<file path="src/rtl/pwr_mode_pkg.sv">
// constants, register map and carrier types of the power-down mode controller
package pwr_mode_pkg;

	// register byte offsets on the APB
	localparam logic [11:0] OFS_SYS_CTRL_1 = 12'h000;
	localparam logic [11:0] OFS_SYS_CTRL_2 = 12'h004;
	localparam logic [11:0] OFS_MOD_STANDBY = 12'h008;
	localparam logic [11:0] OFS_STATUS = 12'h00C;

	// system_control_1 fields
	localparam int SC1_SETTLE_LSB = 4;
	localparam int SC1_DEEP_STOP_BIT = 7;
	// system_control_2 fields
	localparam int SC2_ACTIVE_SEL_LSB = 0;
	localparam int SC2_SUB_DIV_LSB = 3;
	localparam int SC2_LOW_SPEED_BIT = 5;
	localparam int SC2_SUB_SLEEP_BIT = 6;
	localparam int SC2_DIRECT_BIT = 7;

	// reset values
	localparam logic [7:0] SYS_CTRL_1_RST = 8'h00;
	localparam logic [7:0] SYS_CTRL_2_RST = 8'h00;

	// SLEEP execution states plus internal processing states
	localparam int SLEEP_EXEC_STATES = 2;
	localparam int INTERNAL_STATES = 1;
	localparam logic [3:0] SWITCH_CYCLES =
		4'(SLEEP_EXEC_STATES + INTERNAL_STATES);

	// clock rate of clk_sys
	localparam int CLK_MHZ = 100;
	localparam int CLK_PERIOD_NS = 1000 / CLK_MHZ;

	localparam int SETTLE_CNT_W = 24;

	typedef enum logic [2:0] {
		MODE_ACTIVE = 3'b000,
		MODE_SLEEP = 3'b001,
		MODE_SUBSLEEP = 3'b011,
		MODE_SUBACTIVE = 3'b010,
		MODE_STANDBY = 3'b110,
		MODE_SETTLE = 3'b111,
		MODE_SWITCH = 3'b101,
		MODE_PIN_RESET = 3'b100
	} pm_mode_e;

	// clock selection in force
	typedef struct packed {
		logic lowSpeed;
		logic [2:0] activeClockSel;
		logic [1:0] subClockDiv;
	} clk_sel_s;

	// controls toward CPU, clock generator and ports
	typedef struct packed {
		logic cpuHalt;
		logic cpuResetHold;
		logic sysOscRun;
		logic portHighZ;
		logic portHold;
		logic intExcStart;
		logic directExcStart;
	} pm_ctrl_s;

endpackage

</file>
<file path="src/rtl/power_down_mode_control.sv">
// power-down mode controller with APB registers and clock gating controls
//
// Summary of operation
// - sleep halts CPU, peripherals run at active clock
// - enabled unmasked interrupt ends sleep, starts exception
// - leaving sleep: active if low-speed 0, else subactive
// - clear pin low in sleep resets CPU, ends sleep
// - standby stops clocks, ports go high impedance
// - standby wake restarts oscillator, waits settle time
// - masked or disabled interrupt keeps standby
// - clear pin restarts oscillator; held low until stable
// - subsleep halts all but timer A, ports held
// - enabled unmasked interrupt ends subsleep, starts exception
// - leaving subsleep: active if low-speed 0, else subactive
// - subactive CPU clock is watch clock /2,/4,/8
// - new divider settings apply only after SLEEP
// - SLEEP in subactive reaches any mode per selects
// - direct switch goes to active if low-speed 0, else subactive, then exception
// - direct interrupt disabled: sleep or subsleep instead
// - direct switch while masked: sleep/subsleep, no wake
// - active to sub: switch states, then sub clock
// - sub to active: switch states, settle, then handling
// - per-module standby bit gates that module clock
// - SLEEP target: direct, else standby, else sleep/subsleep
`timescale 1ns/1ps

module power_down_mode_control #(
	parameter int NUM_MODULES = 8,
	parameter int TIMER_A_INDEX = 0,
	parameter int SETTLE_UNIT = 1024
) (
	input wire logic clk_sys,
	input wire logic rst,
	input wire logic psel,
	input wire logic penable,
	input wire logic pwrite,
	input wire logic [11:0] paddr,
	input wire logic [31:0] pwdata,
	output logic [31:0] prdata,
	output logic pready,
	output logic pslverr,
	input wire logic sleepExec,
	input wire logic intRequest,
	input wire logic intEnabled,
	input wire logic intMask,
	input wire logic directIntEnabled,
	input wire logic hardwareClearPin_n,
	output pwr_mode_pkg::pm_ctrl_s ctrl,
	output pwr_mode_pkg::clk_sel_s clkSel,
	output logic [NUM_MODULES-1:0] moduleClockEn,
	output pwr_mode_pkg::pm_mode_e mode
);

	// refuse parameter values the logic cannot serve
	if (NUM_MODULES < 1 || NUM_MODULES > 32) begin : g_bad_modules
		$error("NUM_MODULES must be 1 to 32");
	end
	if (TIMER_A_INDEX < 0 ||
		TIMER_A_INDEX >= NUM_MODULES) begin : g_bad_timer
		$error("TIMER_A_INDEX out of range");
	end
	if (SETTLE_UNIT < 1 || SETTLE_UNIT > 65536) begin : g_bad_settle
		$error("SETTLE_UNIT must be 1 to 65536");
	end

	// registers
	logic [7:0] sysCtrl1_r;
	logic [7:0] sysCtrl2_r;
	logic [NUM_MODULES-1:0] modStandby_r;
	logic pready_r;
	logic pslverr_r;
	logic [31:0] prdata_r;
	pwr_mode_pkg::pm_mode_e mode_r;
	pwr_mode_pkg::pm_mode_e mode_nxt;
	pwr_mode_pkg::pm_ctrl_s ctrl_r;
	pwr_mode_pkg::pm_ctrl_s ctrl_nxt;
	pwr_mode_pkg::clk_sel_s clkSel_r;
	pwr_mode_pkg::clk_sel_s clkSel_nxt;
	logic [NUM_MODULES-1:0] clkEn_r;
	logic [pwr_mode_pkg::SETTLE_CNT_W-1:0] cnt_r;
	logic [pwr_mode_pkg::SETTLE_CNT_W-1:0] cnt_nxt;
	logic noWake_r;
	logic noWake_nxt;
	logic directPend_r;
	logic directPend_nxt;
	logic switchFromSub_r;

	// register fields
	wire [2:0] settleSel = sysCtrl1_r[pwr_mode_pkg::SC1_SETTLE_LSB +: 3];
	wire deepStop = sysCtrl1_r[pwr_mode_pkg::SC1_DEEP_STOP_BIT];
	wire [2:0] activeSel = sysCtrl2_r[pwr_mode_pkg::SC2_ACTIVE_SEL_LSB +: 3];
	wire [1:0] subDiv = sysCtrl2_r[pwr_mode_pkg::SC2_SUB_DIV_LSB +: 2];
	wire lowSpeed = sysCtrl2_r[pwr_mode_pkg::SC2_LOW_SPEED_BIT];
	wire subSleep = sysCtrl2_r[pwr_mode_pkg::SC2_SUB_SLEEP_BIT];
	wire directSw = sysCtrl2_r[pwr_mode_pkg::SC2_DIRECT_BIT];

	// APB decode
	wire setupPhase = psel & ~penable;
	wire apbDone = psel & penable & pready_r;
	wire hitSc1 = paddr == pwr_mode_pkg::OFS_SYS_CTRL_1;
	wire hitSc2 = paddr == pwr_mode_pkg::OFS_SYS_CTRL_2;
	wire hitMsb = paddr == pwr_mode_pkg::OFS_MOD_STANDBY;
	wire hitSts = paddr == pwr_mode_pkg::OFS_STATUS;
	wire hitAny = hitSc1 | hitSc2 | hitMsb | hitSts;
	wire wrSc1 = apbDone & pwrite & hitSc1;
	wire wrSc2 = apbDone & pwrite & hitSc2;
	wire wrMsb = apbDone & pwrite & hitMsb;
	wire [31:0] modStandbyWord = 32'(modStandby_r);
	// status: mode, direct switch pending, no-wake flag
	wire [31:0] statusWord = {
		26'h0,
		noWake_r,
		directPend_r,
		1'b0,
		mode_r
	};
	wire [31:0] readMux =
		hitSc1 ? {24'h0, sysCtrl1_r} :
		hitSc2 ? {24'h0, sysCtrl2_r} :
		hitMsb ? modStandbyWord :
		hitSts ? statusWord : 32'h0000_0000;

	// wake and SLEEP decisions
	wire pinLow = ~hardwareClearPin_n;
	// the no-wake flag keeps a masked direct switch asleep until the pin
	wire wakeReq = intRequest & intEnabled & ~intMask
		& ~noWake_r;
	wire directOk = directIntEnabled & ~intMask;
	// mode after an interrupt or a direct switch
	wire pwr_mode_pkg::pm_mode_e runMode = lowSpeed
		? pwr_mode_pkg::MODE_SUBACTIVE
		: pwr_mode_pkg::MODE_ACTIVE;
	wire pwr_mode_pkg::pm_mode_e napMode = subSleep
		? pwr_mode_pkg::MODE_SUBSLEEP
		: pwr_mode_pkg::MODE_SLEEP;
	wire [pwr_mode_pkg::SETTLE_CNT_W-1:0] settleCycles =
		pwr_mode_pkg::SETTLE_CNT_W'(SETTLE_UNIT) << settleSel;
	// length of the switch states, run at the old clock
	wire [pwr_mode_pkg::SETTLE_CNT_W-1:0] switchCycles =
		pwr_mode_pkg::SETTLE_CNT_W'(pwr_mode_pkg::SWITCH_CYCLES);
	wire cntZero = cnt_r == '0;
	wire fromSub = mode_r == pwr_mode_pkg::MODE_SUBACTIVE;
	// side a direct switch started from: live on entry, held inside
	wire fromSubSwitch = (mode_r == pwr_mode_pkg::MODE_SWITCH) ?
		switchFromSub_r : fromSub;

	// divider settings latched at SLEEP only
	always_comb begin
		clkSel_nxt = clkSel_r;
		if (sleepExec && (mode_r == pwr_mode_pkg::MODE_ACTIVE ||
			mode_r == pwr_mode_pkg::MODE_SUBACTIVE)) begin
			clkSel_nxt.activeClockSel = activeSel;
			clkSel_nxt.subClockDiv = subDiv;
			clkSel_nxt.lowSpeed = clkSel_r.lowSpeed;
		end
		if (mode_nxt == pwr_mode_pkg::MODE_SUBACTIVE)
			clkSel_nxt.lowSpeed = 1'b1;
		else if (mode_nxt == pwr_mode_pkg::MODE_ACTIVE ||
			mode_nxt == pwr_mode_pkg::MODE_PIN_RESET)
			clkSel_nxt.lowSpeed = 1'b0;
	end

	// mode sequencer
	always_comb begin
		mode_nxt = mode_r;
		// counter runs down to zero and rests there
		cnt_nxt = cntZero ? cnt_r : cnt_r - 1'b1;
		noWake_nxt = noWake_r;
		directPend_nxt = directPend_r;
		ctrl_nxt = '0;
		case (mode_r)
			pwr_mode_pkg::MODE_ACTIVE,
			pwr_mode_pkg::MODE_SUBACTIVE: begin
				if (sleepExec) begin
					if (directSw && directOk) begin
						// old clock keeps running through the switch states
						mode_nxt = pwr_mode_pkg::MODE_SWITCH;
						cnt_nxt = switchCycles;
						directPend_nxt = 1'b1;
					end else if (directSw) begin
						mode_nxt = napMode;
						noWake_nxt = intMask;
					end else if (deepStop) begin
						mode_nxt = pwr_mode_pkg::MODE_STANDBY;
					end else begin
						mode_nxt = napMode;
					end
				end
			end
			pwr_mode_pkg::MODE_SWITCH: begin
				if (cntZero) begin
					// going up to the system clock needs the settle wait
					if (fromSubSwitch && !lowSpeed) begin
						mode_nxt = pwr_mode_pkg::MODE_SETTLE;
						cnt_nxt = settleCycles;
					end else begin
						mode_nxt = runMode;
						directPend_nxt = 1'b0;
						ctrl_nxt.directExcStart = 1'b1;
					end
				end
			end
			pwr_mode_pkg::MODE_SLEEP,
			pwr_mode_pkg::MODE_SUBSLEEP: begin
				if (wakeReq) begin
					mode_nxt = runMode;
					ctrl_nxt.intExcStart = 1'b1;
				end
			end
			pwr_mode_pkg::MODE_STANDBY: begin
				if (wakeReq) begin
					mode_nxt = pwr_mode_pkg::MODE_SETTLE;
					cnt_nxt = settleCycles;
				end
			end
			pwr_mode_pkg::MODE_SETTLE: begin
				if (cntZero) begin
					mode_nxt = pwr_mode_pkg::MODE_ACTIVE;
					if (directPend_r)
						ctrl_nxt.directExcStart = 1'b1;
					else
						ctrl_nxt.intExcStart = 1'b1;
					directPend_nxt = 1'b0;
				end
			end
			pwr_mode_pkg::MODE_PIN_RESET: begin
				if (!pinLow)
					mode_nxt = pwr_mode_pkg::MODE_ACTIVE;
			end
			default: begin
				mode_nxt = pwr_mode_pkg::MODE_ACTIVE;
			end
		endcase
		if (pinLow) begin
			// oscillator restarts at once; the pin holder waits it out
			mode_nxt = pwr_mode_pkg::MODE_PIN_RESET;
			noWake_nxt = 1'b0;
			directPend_nxt = 1'b0;
			cnt_nxt = '0;
			ctrl_nxt.intExcStart = 1'b0;
			ctrl_nxt.directExcStart = 1'b0;
		end
		// level controls follow the mode being entered
		case (mode_nxt)
			pwr_mode_pkg::MODE_SLEEP: begin
				ctrl_nxt.cpuHalt = 1'b1;
				ctrl_nxt.sysOscRun = 1'b1;
				ctrl_nxt.portHold = 1'b1;
			end
			pwr_mode_pkg::MODE_SUBSLEEP: begin
				ctrl_nxt.cpuHalt = 1'b1;
				ctrl_nxt.portHold = 1'b1;
			end
			pwr_mode_pkg::MODE_STANDBY: begin
				ctrl_nxt.cpuHalt = 1'b1;
				ctrl_nxt.portHighZ = 1'b1;
			end
			pwr_mode_pkg::MODE_SETTLE: begin
				ctrl_nxt.cpuHalt = 1'b1;
				ctrl_nxt.sysOscRun = 1'b1;
				ctrl_nxt.portHighZ = ~directPend_nxt;
			end
			pwr_mode_pkg::MODE_PIN_RESET: begin
				ctrl_nxt.cpuResetHold = 1'b1;
				ctrl_nxt.sysOscRun = 1'b1;
			end
			pwr_mode_pkg::MODE_SUBACTIVE: begin
				ctrl_nxt.sysOscRun = 1'b0;
			end
			pwr_mode_pkg::MODE_SWITCH: begin
				ctrl_nxt.sysOscRun = ~fromSubSwitch | ~lowSpeed;
			end
			default: begin
				ctrl_nxt.sysOscRun = 1'b1;
			end
		endcase
	end

	// which side a direct switch started from
	always_ff @(posedge clk_sys) begin
		if (rst)
			switchFromSub_r <= 1'b0;
		else if (sleepExec && (mode_r == pwr_mode_pkg::MODE_ACTIVE ||
			mode_r == pwr_mode_pkg::MODE_SUBACTIVE))
			switchFromSub_r <= fromSub;
	end

	// per-module clock gating: run permission by mode, then standby bits
	wire timerRun = mode_nxt != pwr_mode_pkg::MODE_STANDBY &&
		mode_nxt != pwr_mode_pkg::MODE_PIN_RESET;
	wire otherRun = mode_nxt == pwr_mode_pkg::MODE_ACTIVE ||
		mode_nxt == pwr_mode_pkg::MODE_SLEEP ||
		mode_nxt == pwr_mode_pkg::MODE_SUBACTIVE ||
		mode_nxt == pwr_mode_pkg::MODE_SWITCH;
	wire [NUM_MODULES-1:0] standbyNxt =
		wrMsb ? pwdata[NUM_MODULES-1:0] : modStandby_r;
	wire [NUM_MODULES-1:0] modRunNxt;
	genvar gi;
	generate
		for (gi = 0; gi < NUM_MODULES; gi++) begin : g_modclk
			assign modRunNxt[gi] = (gi == TIMER_A_INDEX) ?
				timerRun : otherRun;
		end
	endgenerate
	// a standby write gates the clock from the edge it lands on
	always_ff @(posedge clk_sys) begin
		if (rst)
			clkEn_r <= '0;
		else
			clkEn_r <= modRunNxt & ~standbyNxt;
	end

	// APB slave, zero wait: answer in the first access cycle
	always_ff @(posedge clk_sys) begin
		if (rst) begin
			pready_r <= 1'b0;
			pslverr_r <= 1'b0;
			prdata_r <= 32'h0000_0000;
		end else begin
			pready_r <= setupPhase;
			pslverr_r <= setupPhase & ~hitAny;
			if (setupPhase)
				prdata_r <= pwrite ? 32'h0000_0000 : readMux;
		end
	end

	// the clear pin wipes the selects like a chip reset
	always_ff @(posedge clk_sys) begin
		if (rst || pinLow) begin
			sysCtrl1_r <= pwr_mode_pkg::SYS_CTRL_1_RST;
			sysCtrl2_r <= pwr_mode_pkg::SYS_CTRL_2_RST;
			modStandby_r <= '0;
		end else begin
			// low nibble of system_control_1 is reserved and reads 0
			if (wrSc1)
				sysCtrl1_r <= {pwdata[7:4], 4'h0};
			if (wrSc2)
				sysCtrl2_r <= pwdata[7:0];
			if (wrMsb)
				modStandby_r <= pwdata[NUM_MODULES-1:0];
		end
	end

	// state, level controls and counters
	always_ff @(posedge clk_sys) begin
		if (rst) begin
			mode_r <= pwr_mode_pkg::MODE_ACTIVE;
			ctrl_r <= '0;
			clkSel_r <= '0;
			cnt_r <= '0;
			noWake_r <= 1'b0;
			directPend_r <= 1'b0;
		end else begin
			mode_r <= mode_nxt;
			ctrl_r <= ctrl_nxt;
			clkSel_r <= clkSel_nxt;
			cnt_r <= cnt_nxt;
			noWake_r <= noWake_nxt;
			directPend_r <= directPend_nxt;
		end
	end

	assign prdata = prdata_r;
	assign pready = pready_r;
	assign pslverr = pslverr_r;
	assign ctrl = ctrl_r;
	assign clkSel = clkSel_r;
	assign moduleClockEn = clkEn_r;
	assign mode = mode_r;

endmodule

</file>
<file path="config.mk">
export PLATFORM = sky130hd
export DESIGN_NAME = power_down_mode_control
export DESIGN_NICKNAME = d
export VERILOG_FILES = /design/src/rtl/pwr_mode_pkg.sv /design/src/rtl/power_down_mode_control.sv
export SDC_FILE = /design/constraint.sdc
export NUM_CORES = 1
export LEC_CHECK = 0
export ABC_CLOCK_PERIOD_IN_PS = 3000
export BUFFER_PORTS_ARGS = -buffer_cell sky130_fd_sc_hd__buf_2
export CORE_UTILIZATION = 52
export DETAILED_ROUTE_END_ITERATION = 10
export GPL_ROUTABILITY_DRIVEN = 0
export PLACE_DENSITY_LB_ADDON = 0.2
export SYNTH_ARGS = -nofsm -noshare
export SYNTH_HDL_FRONTEND = slang
export SYNTH_SLANG_ARGS = --single-unit
</file>
<file path="constraint.sdc">
create_clock -name clk_sys -period 3 [get_ports clk_sys]
set_clock_uncertainty 0.2 [all_clocks]
set_input_delay 0.6 -clock clk_sys [delete_from_list [all_inputs] [get_ports clk_sys]]
set_output_delay 0.6 -clock clk_sys [all_outputs]
set_load 0.03 [all_outputs]
</file>
==> results of run 1 <==
-- sequential cells by signal, summed over array words and instances, names as in the netlist --
name,flops
clkSel,6
cnt_r,24
ctrl,7
directPend_r,1
modStandby_r,8
mode,3
moduleClockEn,8
noWake_r,1
prdata,8
pready,1
pslverr,1
switchFromSub_r,1
sysCtrl1_r,4
sysCtrl2_r,8
-- layout by cell type (no fill, tap or decap), types with 10 or more instances in the layout --
cell type / synthesis / final
sky130_fd_sc_hd__dfxtp_1: 81 / 81
sky130_fd_sc_hd__buf_2: 3 / 64
sky130_fd_sc_hd__nor2_1: 43 / 43
sky130_fd_sc_hd__a21oi_1: 30 / 30
sky130_fd_sc_hd__nand2_1: 28 / 28
sky130_fd_sc_hd__conb_1: 1 / 24
sky130_fd_sc_hd__o21ai_0: 13 / 13
sky130_fd_sc_hd__mux2i_1: 13 / 13
sky130_fd_sc_hd__buf_4: 26 / 13
sky130_fd_sc_hd__inv_1: 11 / 11
sky130_fd_sc_hd__mux2_2: 11 / 11
sky130_fd_sc_hd__nand3_1: 10 / 10
sky130_fd_sc_hd__and2_1: 10 / 10
sky130_fd_sc_hd__clkbuf_8: 0 / 10
-- cell families (layout without fill, tap and decap cells) --
| logic type | after synthesis | in the layout |
|---|---|---|
| AND/OR/NAND/NOR | 160 | 160 |
| AO/OA/AOI/OAI | 106 | 106 |
| flip-flops | 81 | 81 |
| buffers and inverters | 57 | 104 |
| multiplexers | 24 | 24 |
| XOR/XNOR | 15 | 15 |
| adder cells (fa/ha/maj) | 2 | 2 |
| other | 1 | 24 |
-- metrics by stage --
step / instances / total power [mW] / utilization
6_report: 615 / 3.84 / 0.620
5_1_grt: 615 / 4.09 / 0.620
4_1_cts: 615 / 3.83 / 0.620
3_5_place_dp: 599 / 3.07 / 0.594
3_3_place_gp: 599 / 3.04 / 0.594
2_1_floorplan: 469 / 2.76 / -
-- area by class of cell --
cell class,instances,area (um2)
clock inverters,6,50.0
inverters,11,41.3
flip-flops and latches,81,1620
well taps,99,124
repair buffers,77,418
clock buffers,10,138
fillers,679,2800
multi-input cells,331,2170
-- layer usage --
metal	track usage	wire length [um]	vias up
li1	-	-	1708
met1	0.337	4490	1600
met2	0.351	4170	98
met3	0.0465	537	10
met4	0.0685	95	0
met5	0	0	-
-- where the power goes --
group          internal [mW]  leakage (nW)  switching (mW)  total (mW)
combinational          0.694          1.07            1.06        1.76
sequential              1.19         0.658           0.126        1.32
clock                  0.331        0.0831           0.434       0.765
-- worst max-delay path, delay by kind of cell (launching register included) --
family | cells | cell delay, ns
fa+ha+maj | 1 | 0.15
buf+inv | 2 | 0.31
compound gates | 3 | 0.91
flops | 1 | 0.33
simple gates | 2 | 0.45
-- path summary, 6_finish.rpt --
| check | cells after the start | slack, ns | from | endpoint |
|---|---|---|---|---|
| worst min-delay path | 2 | 0.26 | prdata[5]$_SDFFE_PP0P_ | prdata[5]$_SDFFE_PP0P_ |
| worst max-delay path | 8 | 0.55 | cnt_r[0]$_SDFF_PP0_ | ctrl[6]$_SDFF_PP0_ |
| worst min register to register | 2 | 0.26 | prdata[5]$_SDFFE_PP0P_ | prdata[5]$_SDFFE_PP0P_ |
| worst max register to register | 8 | 0.55 | cnt_r[0]$_SDFF_PP0_ | ctrl[6]$_SDFF_PP0_ |
-- synth_stat cells, types with 3 or more instances --
cell type,count,area (um2)
sky130_fd_sc_hd__nand3_1,10,50.1
sky130_fd_sc_hd__nor3_1,7,35.0
sky130_fd_sc_hd__a2111oi_0,3,26.3
sky130_fd_sc_hd__a22o_1,4,35.0
sky130_fd_sc_hd__mux2i_1,13,130
sky130_fd_sc_hd__nand4_1,6,37.5
sky130_fd_sc_hd__or3_1,6,37.5
sky130_fd_sc_hd__o2bb2ai_1,4,35.0
sky130_fd_sc_hd__o21ai_0,13,65.1
sky130_fd_sc_hd__nor4_2,5,62.6
sky130_fd_sc_hd__buf_4,26,195
sky130_fd_sc_hd__o32ai_1,4,35.0
sky130_fd_sc_hd__nand2b_1,7,43.8
sky130_fd_sc_hd__a211oi_1,9,67.6
sky130_fd_sc_hd__nand2_1,28,105
sky130_fd_sc_hd__inv_1,11,41.3
sky130_fd_sc_hd__mux2_2,11,124
sky130_fd_sc_hd__a21oi_1,30,150
sky130_fd_sc_hd__nand4b_1,4,35.0
sky130_fd_sc_hd__clkbuf_1,12,45.0
sky130_fd_sc_hd__o22ai_1,9,56.3
sky130_fd_sc_hd__dfxtp_1,81,1620
sky130_fd_sc_hd__and2_1,10,62.6
sky130_fd_sc_hd__o211ai_1,4,30.0
sky130_fd_sc_hd__nand3b_1,3,22.5
sky130_fd_sc_hd__xor2_1,9,78.8
sky130_fd_sc_hd__nor2b_1,7,43.8
sky130_fd_sc_hd__xnor2_1,6,52.6
sky130_fd_sc_hd__a22oi_1,4,30.0
sky130_fd_sc_hd__buf_2,3,15.0
sky130_fd_sc_hd__nor2_1,43,161
sky130_fd_sc_hd__nor4_1,5,31.3
sky130_fd_sc_hd__or2_2,3,18.8
sky130_fd_sc_hd__buf_6,3,33.8
sky130_fd_sc_hd__o2111ai_1,3,26.3
==> summary.md, run 1 <==
| Metric | Value |
|---|---|
| Net count of the finished layout | `568` |
| Post-synthesis compound-gate area fraction | `0.186` |
| Crit-path max FO | `5` |
| Post-detailed-route count of antenna-violating nets | `0` |
| Pre-CTS setup slack | `0.292 ns` |
| Cell chain of the critical path | `inv_1 > ha_1 > nor4b_2 > buf_4 > nand4_1 > o21ai_0 > a2111oi_0 > a32o_1` |
| Fmax | `between 400 and 500 MHz` |
| Largest net degree at the start of global routing | `24` |
| Die outline width | `around 90 um` |
| Category of the worst setup path launch point | `flop` |
| CTS H-tree lvls | `3` |
| Share of the yosys chip area belonging to registers | `0.401` |
| Count of buffers inserted at the top-level ports | `64` |
| Mean instance size in the synthesized netlist | `just over 9 um2` |
| Synthesized instance count | `~450` |
| Overall Global Routing Usage | `0.234` |
| Leading register cell type out of synthesis | `sky130_fd_sc_hd__dfxtp_1` |
| Main combinational cell family by area after synthesis | `simple AND/OR/NAND/NOR gates` |
| Total number of clock tree sinks | `81` |
| Synthesized-area fraction occupied by and/or/nand/nor cells | `0.227` |
| Clock Latency Late Sink | `~0.36 ns` |
| Adder-cell area share of the yosys netlist | `0.00618` |
| Drt wl/cell | `roughly 15 um` |
| Register bit total from synthesis | `81` |
| Starting density of the core | `0.549` |
| Sum Neg Setup Slack | `0 ns` |
| Die Area | `0.00814 mm2` |
| Root cell of the clock tree | `sky130_fd_sc_hd__clkbuf_8` |
| Master of the slowest instance on the critical path | `sky130_fd_sc_hd__o21ai_0` |
| Routed vias | `about 3400` |
| Final setup vio count | `0` |
| I/O pins | `between 100 and 150` |
| Sum of overflow across all layers after global routing | `0` |
| Clock slew at the register clock pins of the worst setup and hold paths | `0.09 ns` |
| Tmin final | `around 2.5 ns` |
| RSZ-0062 raised after global routing | `no` |
| Category of the worst setup path capture point | `flop` |
| CP arrival | `roughly 2.5 ns` |
| DRC violations left | `0` |
| Number of antenna violations at the first check in global routing | `0` |
| Layout Cell Area excl Fill | `approximately 0.0046 mm2` |
| Final wirelength | `9290 um` |
| Count of distinct cell types in the synthesized netlist | `68` |
| Via density per instance | `approximately 5.6` |
| Via count of the first global-routing pass | `between 3000 and 4000` |
| Max-slew headroom at the worst pin | `0.565` |
| Area Overhead vs Synth | `12.8%` |
| Height of the die | `around 90 um` |
| Hold/Removal Path Class | `reg -> reg` |
| Worst setup margin | `between 0.5 and 0.6 ns` |
| Number of design-rule violations left by the first detailed-router iteration | `roughly 270` |
| P per Cell Area | `between 800 and 900 mW/mm2` |
| Critical path's largest stage delay | `0.47 ns` |
| Core Area | `0.00737 mm2` |
| Post-CTS Hold Buffers | `0` |
| Post-DP HPWL | `~7000 um` |
| Max-slew violation count | `0` |
| N_diodes | `0` |
| Slew at the pin closest to its max-slew limit | `0.647 ns` |
| Outcome | `completed` |
| Post-Syn Area | `between 0.004 and 0.005 mm2` |
| CP Class | `reg -> reg` |
| Number of maximum-capacitance constraint violations | `0` |
| Post-Route Hold Slack | `around 0.26 ns` |
| Buffers from clock root to sink, at most | `2` |
| Async set-reset flop share out of synthesis | `0` |
| Post-synthesis xor/xnor area fraction | `0.0325` |
| Static power due to leakage | `about 1.8 nW` |
| Final count of hold timing violations | `0` |
| Post-cts sizing count | `0` |
| Required time of the critical path | `3.05 ns` |
| Final critical-path share of the clock period | `0.818` |
| Total setup buffers inserted after CTS | `0` |
| Fraction of layout cells with a size suffix above 1 | `0.236` |
| 1st-pass router iterations | `4` |
| Clock tree from TritonCTS | `yes` |
| Post-Place Cell Area | `0.00438 mm2` |
| Wire length of the first global-routing pass | `~15000 um` |
| TritonCTS buffer count | `9` |
| Number of synthesized flops with an enable pin | `0` |
| Share of synthesized area spent on multiplexers | `0.0628` |
| Count of synthesis-stage warnings from yosys | `0` |
| Placement Rows | `31` |
| Maximum VDD drop | `about 0.00043 V` |
Power figures use the tool's default switching activity.
==> inputs of run 2 (changes only) <==
Settings changed: ABC_CLOCK_PERIOD_IN_PS 3000 to 2200, CORE_UTILIZATION 52 to 47.
Clock period 3 ns to 2.2 ns, I/O delays scaled along.
==> run 2 against run 1 <==
First-iteration DRC count down 41%; clock-buffer cell count down 1; register-to-register slack worse by 0.50 ns; fmax up 14%; largest power group unchanged.
==> summary.md, run 2 (synthesis results as in run 1) <==
| Metric | Value |
|---|---|
| Root cell of the clock tree | `sky130_fd_sc_hd__clkbuf_8` |
| Final critical-path share of the clock period | `0.978` |
| Routed vias | `approximately 3600` |
| Wire length of the first global-routing pass | `~16000 um` |
| Filler-free cell count of the finished design | `674` |
| Post-DP HPWL | `just under 8000 um` |
| Slew at the pin closest to its max-slew limit | `0.505 ns` |
| Maximum VDD drop | `between 0.0006 and 0.0007 V` |
| Slack of the worst reg-to-reg path | `0.05 ns` |
| # fillers | `roughly 700` |
| Required time of the critical path | `about 2.3 ns` |
| Sum Neg Setup Slack | `0 ns` |
| Clock Latency Late Sink | `around 0.36 ns` |
| Via density per instance | `roughly 5.4` |
| Outcome | `completed` |
| Most frequent cells in the layout | `78 x sky130_fd_sc_hd__dfxtp_1, 64 x sky130_fd_sc_hd__buf_2, 61 x sky130_fd_sc_hd__buf_4` |
| Tmin final | `around 2.2 ns` |
| Final count of hold timing violations | `0` |
| Largest net degree at the start of global routing | `23` |
| Fmax | `between 400 and 500 MHz` |
| Category of the worst setup path capture point | `flop` |
| Starting density of the core | `0.490` |
| I/O pins | `approximately 110` |
| Crit-path max FO | `12` |
| Max-slew violation count | `0` |
| Die outline width | `approximately 95 um` |
| P per Cell Area | `about 1200 mW/mm2` |
| Count of buffers inserted at the top-level ports | `between 60 and 70` |
| Post-Place Cell Area | `around 0.0048 mm2` |
| Max-slew headroom at the worst pin | `0.655` |
| Pre-CTS setup slack | `-0.198 ns` |
| Fraction of layout cells with a size suffix above 1 | `0.341` |
| Leading cell type in the layout, fill and taps excluded | `sky130_fd_sc_hd__dfxtp_1` |
| RSZ-0062 raised after global routing | `yes` |
| Hold/Removal Path Class | `in -> reg` |
| Layout Cell Area excl Fill | `about 0.0052 mm2` |
| Top reg by flops | `cnt_r` |
| Final setup vio count | `0` |
| Placement Rows | `33` |
| Total number of clock tree sinks | `a little over 80` |
| Clock slew at the register clock pins of the worst setup and hold paths | `around 0.10 ns` |
| Clock tree from TritonCTS | `yes` |
| Number of design-rule violations left by the first detailed-router iteration | `roughly 160` |
| Worst setup margin | `a little under 0.05 ns` |
| Buffers from clock root to sink, at most | `2` |
| Final wirelength | `10200 um` |
| TritonCTS buffer count | `9` |
| DRC violations left | `0` |
| Number of maximum-capacitance constraint violations | `0` |
| Static power due to leakage | `approximately 2.2 nW` |
| Drt wl/cell | `15.2 um` |
| CP Class | `reg -> reg` |
| Net count of the finished layout | `621` |
| Number of flip-flops under the largest register name | `24` |
| Overall Global Routing Usage | `0.236` |
| CP arrival | `around 2.2 ns` |
| N_diodes | `0` |
| Placed cells | `656` |
| Post-detailed-route count of antenna-violating nets | `0` |
| Via count of the first global-routing pass | `3446` |
| CTS H-tree lvls | `3` |
| Height of the die | `about 95 um` |
| Core Area | `0.00826 mm2` |
| Die Area | `about 0.009 mm2` |
| Number of antenna violations at the first check in global routing | `0` |
| Sum of overflow across all layers after global routing | `0` |
| Category of the worst setup path launch point | `flop` |
| Overall Power | `about 6.3 mW` |
| 1st-pass router iterations | `4` |
| Area Overhead vs Synth | `28.6%` |
-- run 2: worst max-delay path, stage by stage, from the launching register on --
cell                       delay (ns)
sky130_fd_sc_hd__dfxtp_2         0.33
sky130_fd_sc_hd__inv_2           0.07
sky130_fd_sc_hd__ha_4            0.13
sky130_fd_sc_hd__nor4b_4         0.27
sky130_fd_sc_hd__and3_4          0.27
sky130_fd_sc_hd__buf_4           0.12
sky130_fd_sc_hd__nand3_4         0.07
sky130_fd_sc_hd__a311oi_4        0.26
sky130_fd_sc_hd__buf_12          0.18
sky130_fd_sc_hd__o221a_1         0.18
-- run 2: what timing repair did --
item                       in CTS  in global routing
setup buffers                   1                  1
pin swaps                       1                 12
resized for setup               6                 26
setup endpoints to repair      11                 28
hold buffers                    0                  0
-- run 2: per-layer routing --
metal  track usage  vias to the layer above  share of wire
li1              -                     1812              -
met1         0.328                     1730           0.48
met2         0.362                       80           0.46
met3        0.0539                       15          0.043
met4        0.0770                        0          0.018
met5             0                        -              0
-- run 2: final cells by class --
class                           count  area, um2  area share
Multi-Input combinational cell    331       2300       0.442
Sequential cell                    81       1630       0.312
Timing Repair Buffer              130        870       0.167
Tap cell                          105        131      0.0252
Clock buffer                        9        124      0.0238
Clock inverter                      7        111      0.0214
Inverter                           11       41.3     0.00793
-- run 2: stage by stage --
| step | hold WS (ns) | util |
|---|---|---|
| after floorplan | 0.242 | - |
| after global placement | 0.241 | 0.585 |
| after detailed placement | 0.247 | 0.585 |
| after CTS | 0.125 | 0.617 |
| after global routing | 0.131 | 0.630 |
| final | 0.131 | 0.630 |
-- run 2: report_power, final --
part	switching, mW	internal (mW)
clock	0.592	0.660
sequential	0.175	1.63
combinational	1.70	1.53
-- run 2: worst paths after layout --
check | start | to | cells past startpoint
max | cnt_r[1]$_SDFF_PP0_ | clkSel[5]$_SDFFE_PP0P_ | 9
min | pwdata[2] | sysCtrl2_r[2]$_SDFFE_PP0P_ | 3
max reg2reg | cnt_r[1]$_SDFF_PP0_ | clkSel[5]$_SDFFE_PP0P_ | 9
min reg2reg | prdata[4]$_SDFFE_PP0P_ | prdata[4]$_SDFFE_PP0P_ | 2
==> inputs of run 3 (changes only) <==
Settings changed: BUFFER_PORTS_ARGS -buffer_cell sky130_fd_sc_hd__buf_2 to -buffer_cell sky130_fd_sc_hd__clkbuf_2, SLEW_MARGIN set to 20, TNS_END_PERCENT set to 10.
==> run 3 against run 2 <==
The run now ends with negative setup slack left; sequential share of layout area down 0.33 points; worst hold slack better by 0.0013 ns; via count up 2.9%; global-route usage up 0.21 points; clock power down 8%; register-to-register slack worse by 0.11 ns; sequential power about the same; critical path depth down 4; die area unchanged; setup slack worse by 0.11 ns; combinational power up 6.2%; final area up 1.1%; largest power group unchanged; highest routed layer unchanged.
==> summary.md, run 3 (synthesis results as in run 1) <==
| Metric | Value |
|---|---|
| Clock Latency Late Sink | `0.36 ns` |
| Final setup vio count | `26` |
| Buffers from clock root to sink, at most | `2` |
| Area Overhead vs Synth | `30.0%` |
| Root cell of the clock tree | `sky130_fd_sc_hd__clkbuf_8` |
| Cell family with the largest share of critical-path delay | `simple AND/OR/NAND/NOR gates` |
| Critical register-to-register path endpoint | `cnt_r[10]$_SDFF_PP0_` |
| Fmax | `approximately 440 MHz` |
| Critical path's largest stage delay | `around 0.42 ns` |
| Count of buffers inserted at the top-level ports | `64` |
| Clock slew at the register clock pins of the worst setup and hold paths | `roughly 0.1 ns` |
| Starting density of the core | `0.490` |
| Worst-case reg-to-reg path depth | `5` |
| Beginning of the critical path | `cnt_r[16]$_SDFF_PP0_` |
| Max-slew violation count | `0` |
| Crit-path max FO | `4` |
| Required time of the critical path | `between 2 and 2.5 ns` |
| Clock tree from TritonCTS | `yes` |
| Sum of overflow across all layers after global routing | `0` |
| TritonCTS buffer count | `9` |
| Most frequent cells in the layout | `78 x sky130_fd_sc_hd__dfxtp_1, 64 x sky130_fd_sc_hd__clkbuf_2, 63 x sky130_fd_sc_hd__buf_4` |
| Via density per instance | `5.52` |
| Static power due to leakage | `2.15 nW` |
| Height of the die | `between 90 and 100 um` |
| Die Area | `~0.009 mm2` |
| Core Area | `0.00826 mm2` |
| Category of the worst setup path capture point | `flop` |
| Max-slew headroom at the worst pin | `0.551` |
| CTS H-tree lvls | `3` |
| Violated checks | `negative setup slack` |
| Master of the slowest instance on the critical path | `sky130_fd_sc_hd__nor4_4` |
| N_diodes | `0` |
| Reg2Reg Launch Point | `cnt_r[16]$_SDFF_PP0_` |
| RSZ-0062 raised after global routing | `yes` |
| Endpoint of the most critical setup path | `cnt_r[10]$_SDFF_PP0_` |
| 1st-pass router iterations | `5` |
| Net count of the finished layout | `around 630` |
| P per Cell Area | `1210 mW/mm2` |
| Post-CTS Hold Buffers | `0` |
| Total number of clock tree sinks | `between 80 and 90` |
| Final core utilization | `0.637` |
| Count of cell instances traversed by the critical path | `5` |
| Placement Rows | `33` |
| Top reg by flops | `cnt_r` |
| Most used cell along the critical path | `sky130_fd_sc_hd__nor4_4` |
| Via count of the first global-routing pass | `between 3000 and 4000` |
| Number of flip-flops under the largest register name | `24` |
| Slew at the pin closest to its max-slew limit | `0.657 ns` |
| Post-DP HPWL | `7750 um` |
| I/O pins | `113` |
| Post-Place Cell Area | `between 0.004 and 0.005 mm2` |
| Number of maximum-capacitance constraint violations | `0` |
| Largest net degree at the start of global routing | `23` |
| Wire length of the first global-routing pass | `around 16000 um` |
| HP Start | `pwdata[3]` |
| Outcome | `finished with violations` |
| Number of antenna violations at the first check in global routing | `0` |
| Worst setup margin | `-0.0644 ns` |
| Routed vias | `3744` |
| Category of the worst setup path launch point | `flop` |
| Drt wl/cell | `approximately 16 um` |
| DRC violations left | `0` |
| Final wirelength | `about 11000 um` |
| Maximum VDD drop | `around 0.00074 V` |
| Tmin final | `roughly 2.3 ns` |
| Post-detailed-route count of antenna-violating nets | `0` |
| CP Class | `reg -> reg` |
| Final count of hold timing violations | `0` |
| Hold/Removal Path Class | `in -> reg` |
| Cell chain of the critical path | `nor4_4 > nand4b_1 > nor4_4 > o2111ai_1 > o32ai_1` |
| CP arrival | `between 2 and 2.5 ns` |
| Leading cell type in the layout, fill and taps excluded | `sky130_fd_sc_hd__dfxtp_1` |
| Overall Global Routing Usage | `0.239` |
| Fraction of layout cells with a size suffix above 1 | `0.347` |
| Overall Power | `roughly 6.4 mW` |
| Final critical-path share of the clock period | `1.03` |
| Sum of buffers and inverters on the critical path | `0` |
| Slack of the worst reg-to-reg path | `-0.06 ns` |
| Number of design-rule violations left by the first detailed-router iteration | `between 200 and 250` |
| Die outline width | `94.8 um` |
| Layout Cell Area excl Fill | `between 0.005 and 0.006 mm2` |
==> run 3: cell count changes in the layout (fill, tap and decap cells not counted), moves of 3 or more <==
cell / before / now
sky130_fd_sc_hd__buf_2: 64 / 0
sky130_fd_sc_hd__clkbuf_2: 0 / 64
sky130_fd_sc_hd__a21oi_2: 0 / 3
sky130_fd_sc_hd__a21oi_1: 30 / 27
==> run 3: worst register-to-register path, stage by stage (launching register included) <==
cell and delay (ns):
sky130_fd_sc_hd__dfxtp_1 0.34, sky130_fd_sc_hd__nor4_4 0.36, sky130_fd_sc_hd__nand4b_1 0.35, sky130_fd_sc_hd__nor4_4 0.42, sky130_fd_sc_hd__o2111ai_1 0.23, sky130_fd_sc_hd__o32ai_1 0.27
==> run 3: timing repair <==
item | CTS | global route
setup buffers | 1 | 3
gates resized for setup | 4 | 30
cloned | 0 | 2
endpoints found under the setup margin | 23 | 38
pin swaps | 2 | 5
==> run 3: worst min-delay path by stage <==
stage	endpoint	slack, ns	cells after the start
2_1_floorplan	clkSel[2]$_SDFFE_PP0P_	0.24	2
6_report	sysCtrl2_r[3]$_SDFFE_PP0P_	0.13	3
4_1_cts	sysCtrl2_r[3]$_SDFFE_PP0P_	0.12	3
3_5_place_dp	prdata[6]$_SDFFE_PP0P_	0.25	2
5_1_grt	ctrl[4]$_SDFF_PP0_	0.13	2
3_3_place_gp	prdata[7]$_SDFFE_PP0P_	0.24	2
==> run 3: layout make-up <==
class                   count  area, um2
multi-input cells         331       2320
clock inverters             7       83.8
well taps                 105        131
inverters                  11       41.3
fillers                   683       3000
clock buffers               9        124
flip-flops and latches     81       1630
repair buffers            134        935
==> run 3: per-stage QoR <==
| step | hold slack, ns | cells | setup TNS [ns] | setup slack, ns |
|---|---|---|---|---|
| after detailed placement | 0.251 | 656 | -2.35 | -0.127 |
| after global routing | 0.129 | 678 | -4.44 | -0.182 |
| after CTS | 0.120 | 673 | -0.0451 | -0.0248 |
| final | 0.132 | 678 | -0.769 | -0.0644 |
| after floorplan | 0.242 | 469 | 0 | 0.00425 |
| after global placement | 0.245 | 656 | -1.91 | -0.131 |
==> run 3: report_power, final <==
part / internal, mW / total, mW / switching [mW] / leakage [nW]
clock: 0.546 / 1.15 / 0.602 / 0.103
combinational: 1.58 / 3.43 / 1.86 / 1.39
sequential: 1.62 / 1.79 / 0.162 / 0.660
==> run 3: routing by layer <==
metal  vias up  share of wire  GRT usage
li1       1815              -          -
met1      1791           0.47      0.345
met2       121           0.47      0.363
met3        17          0.045     0.0330
met4         0          0.014     0.0795
met5         -              0          0
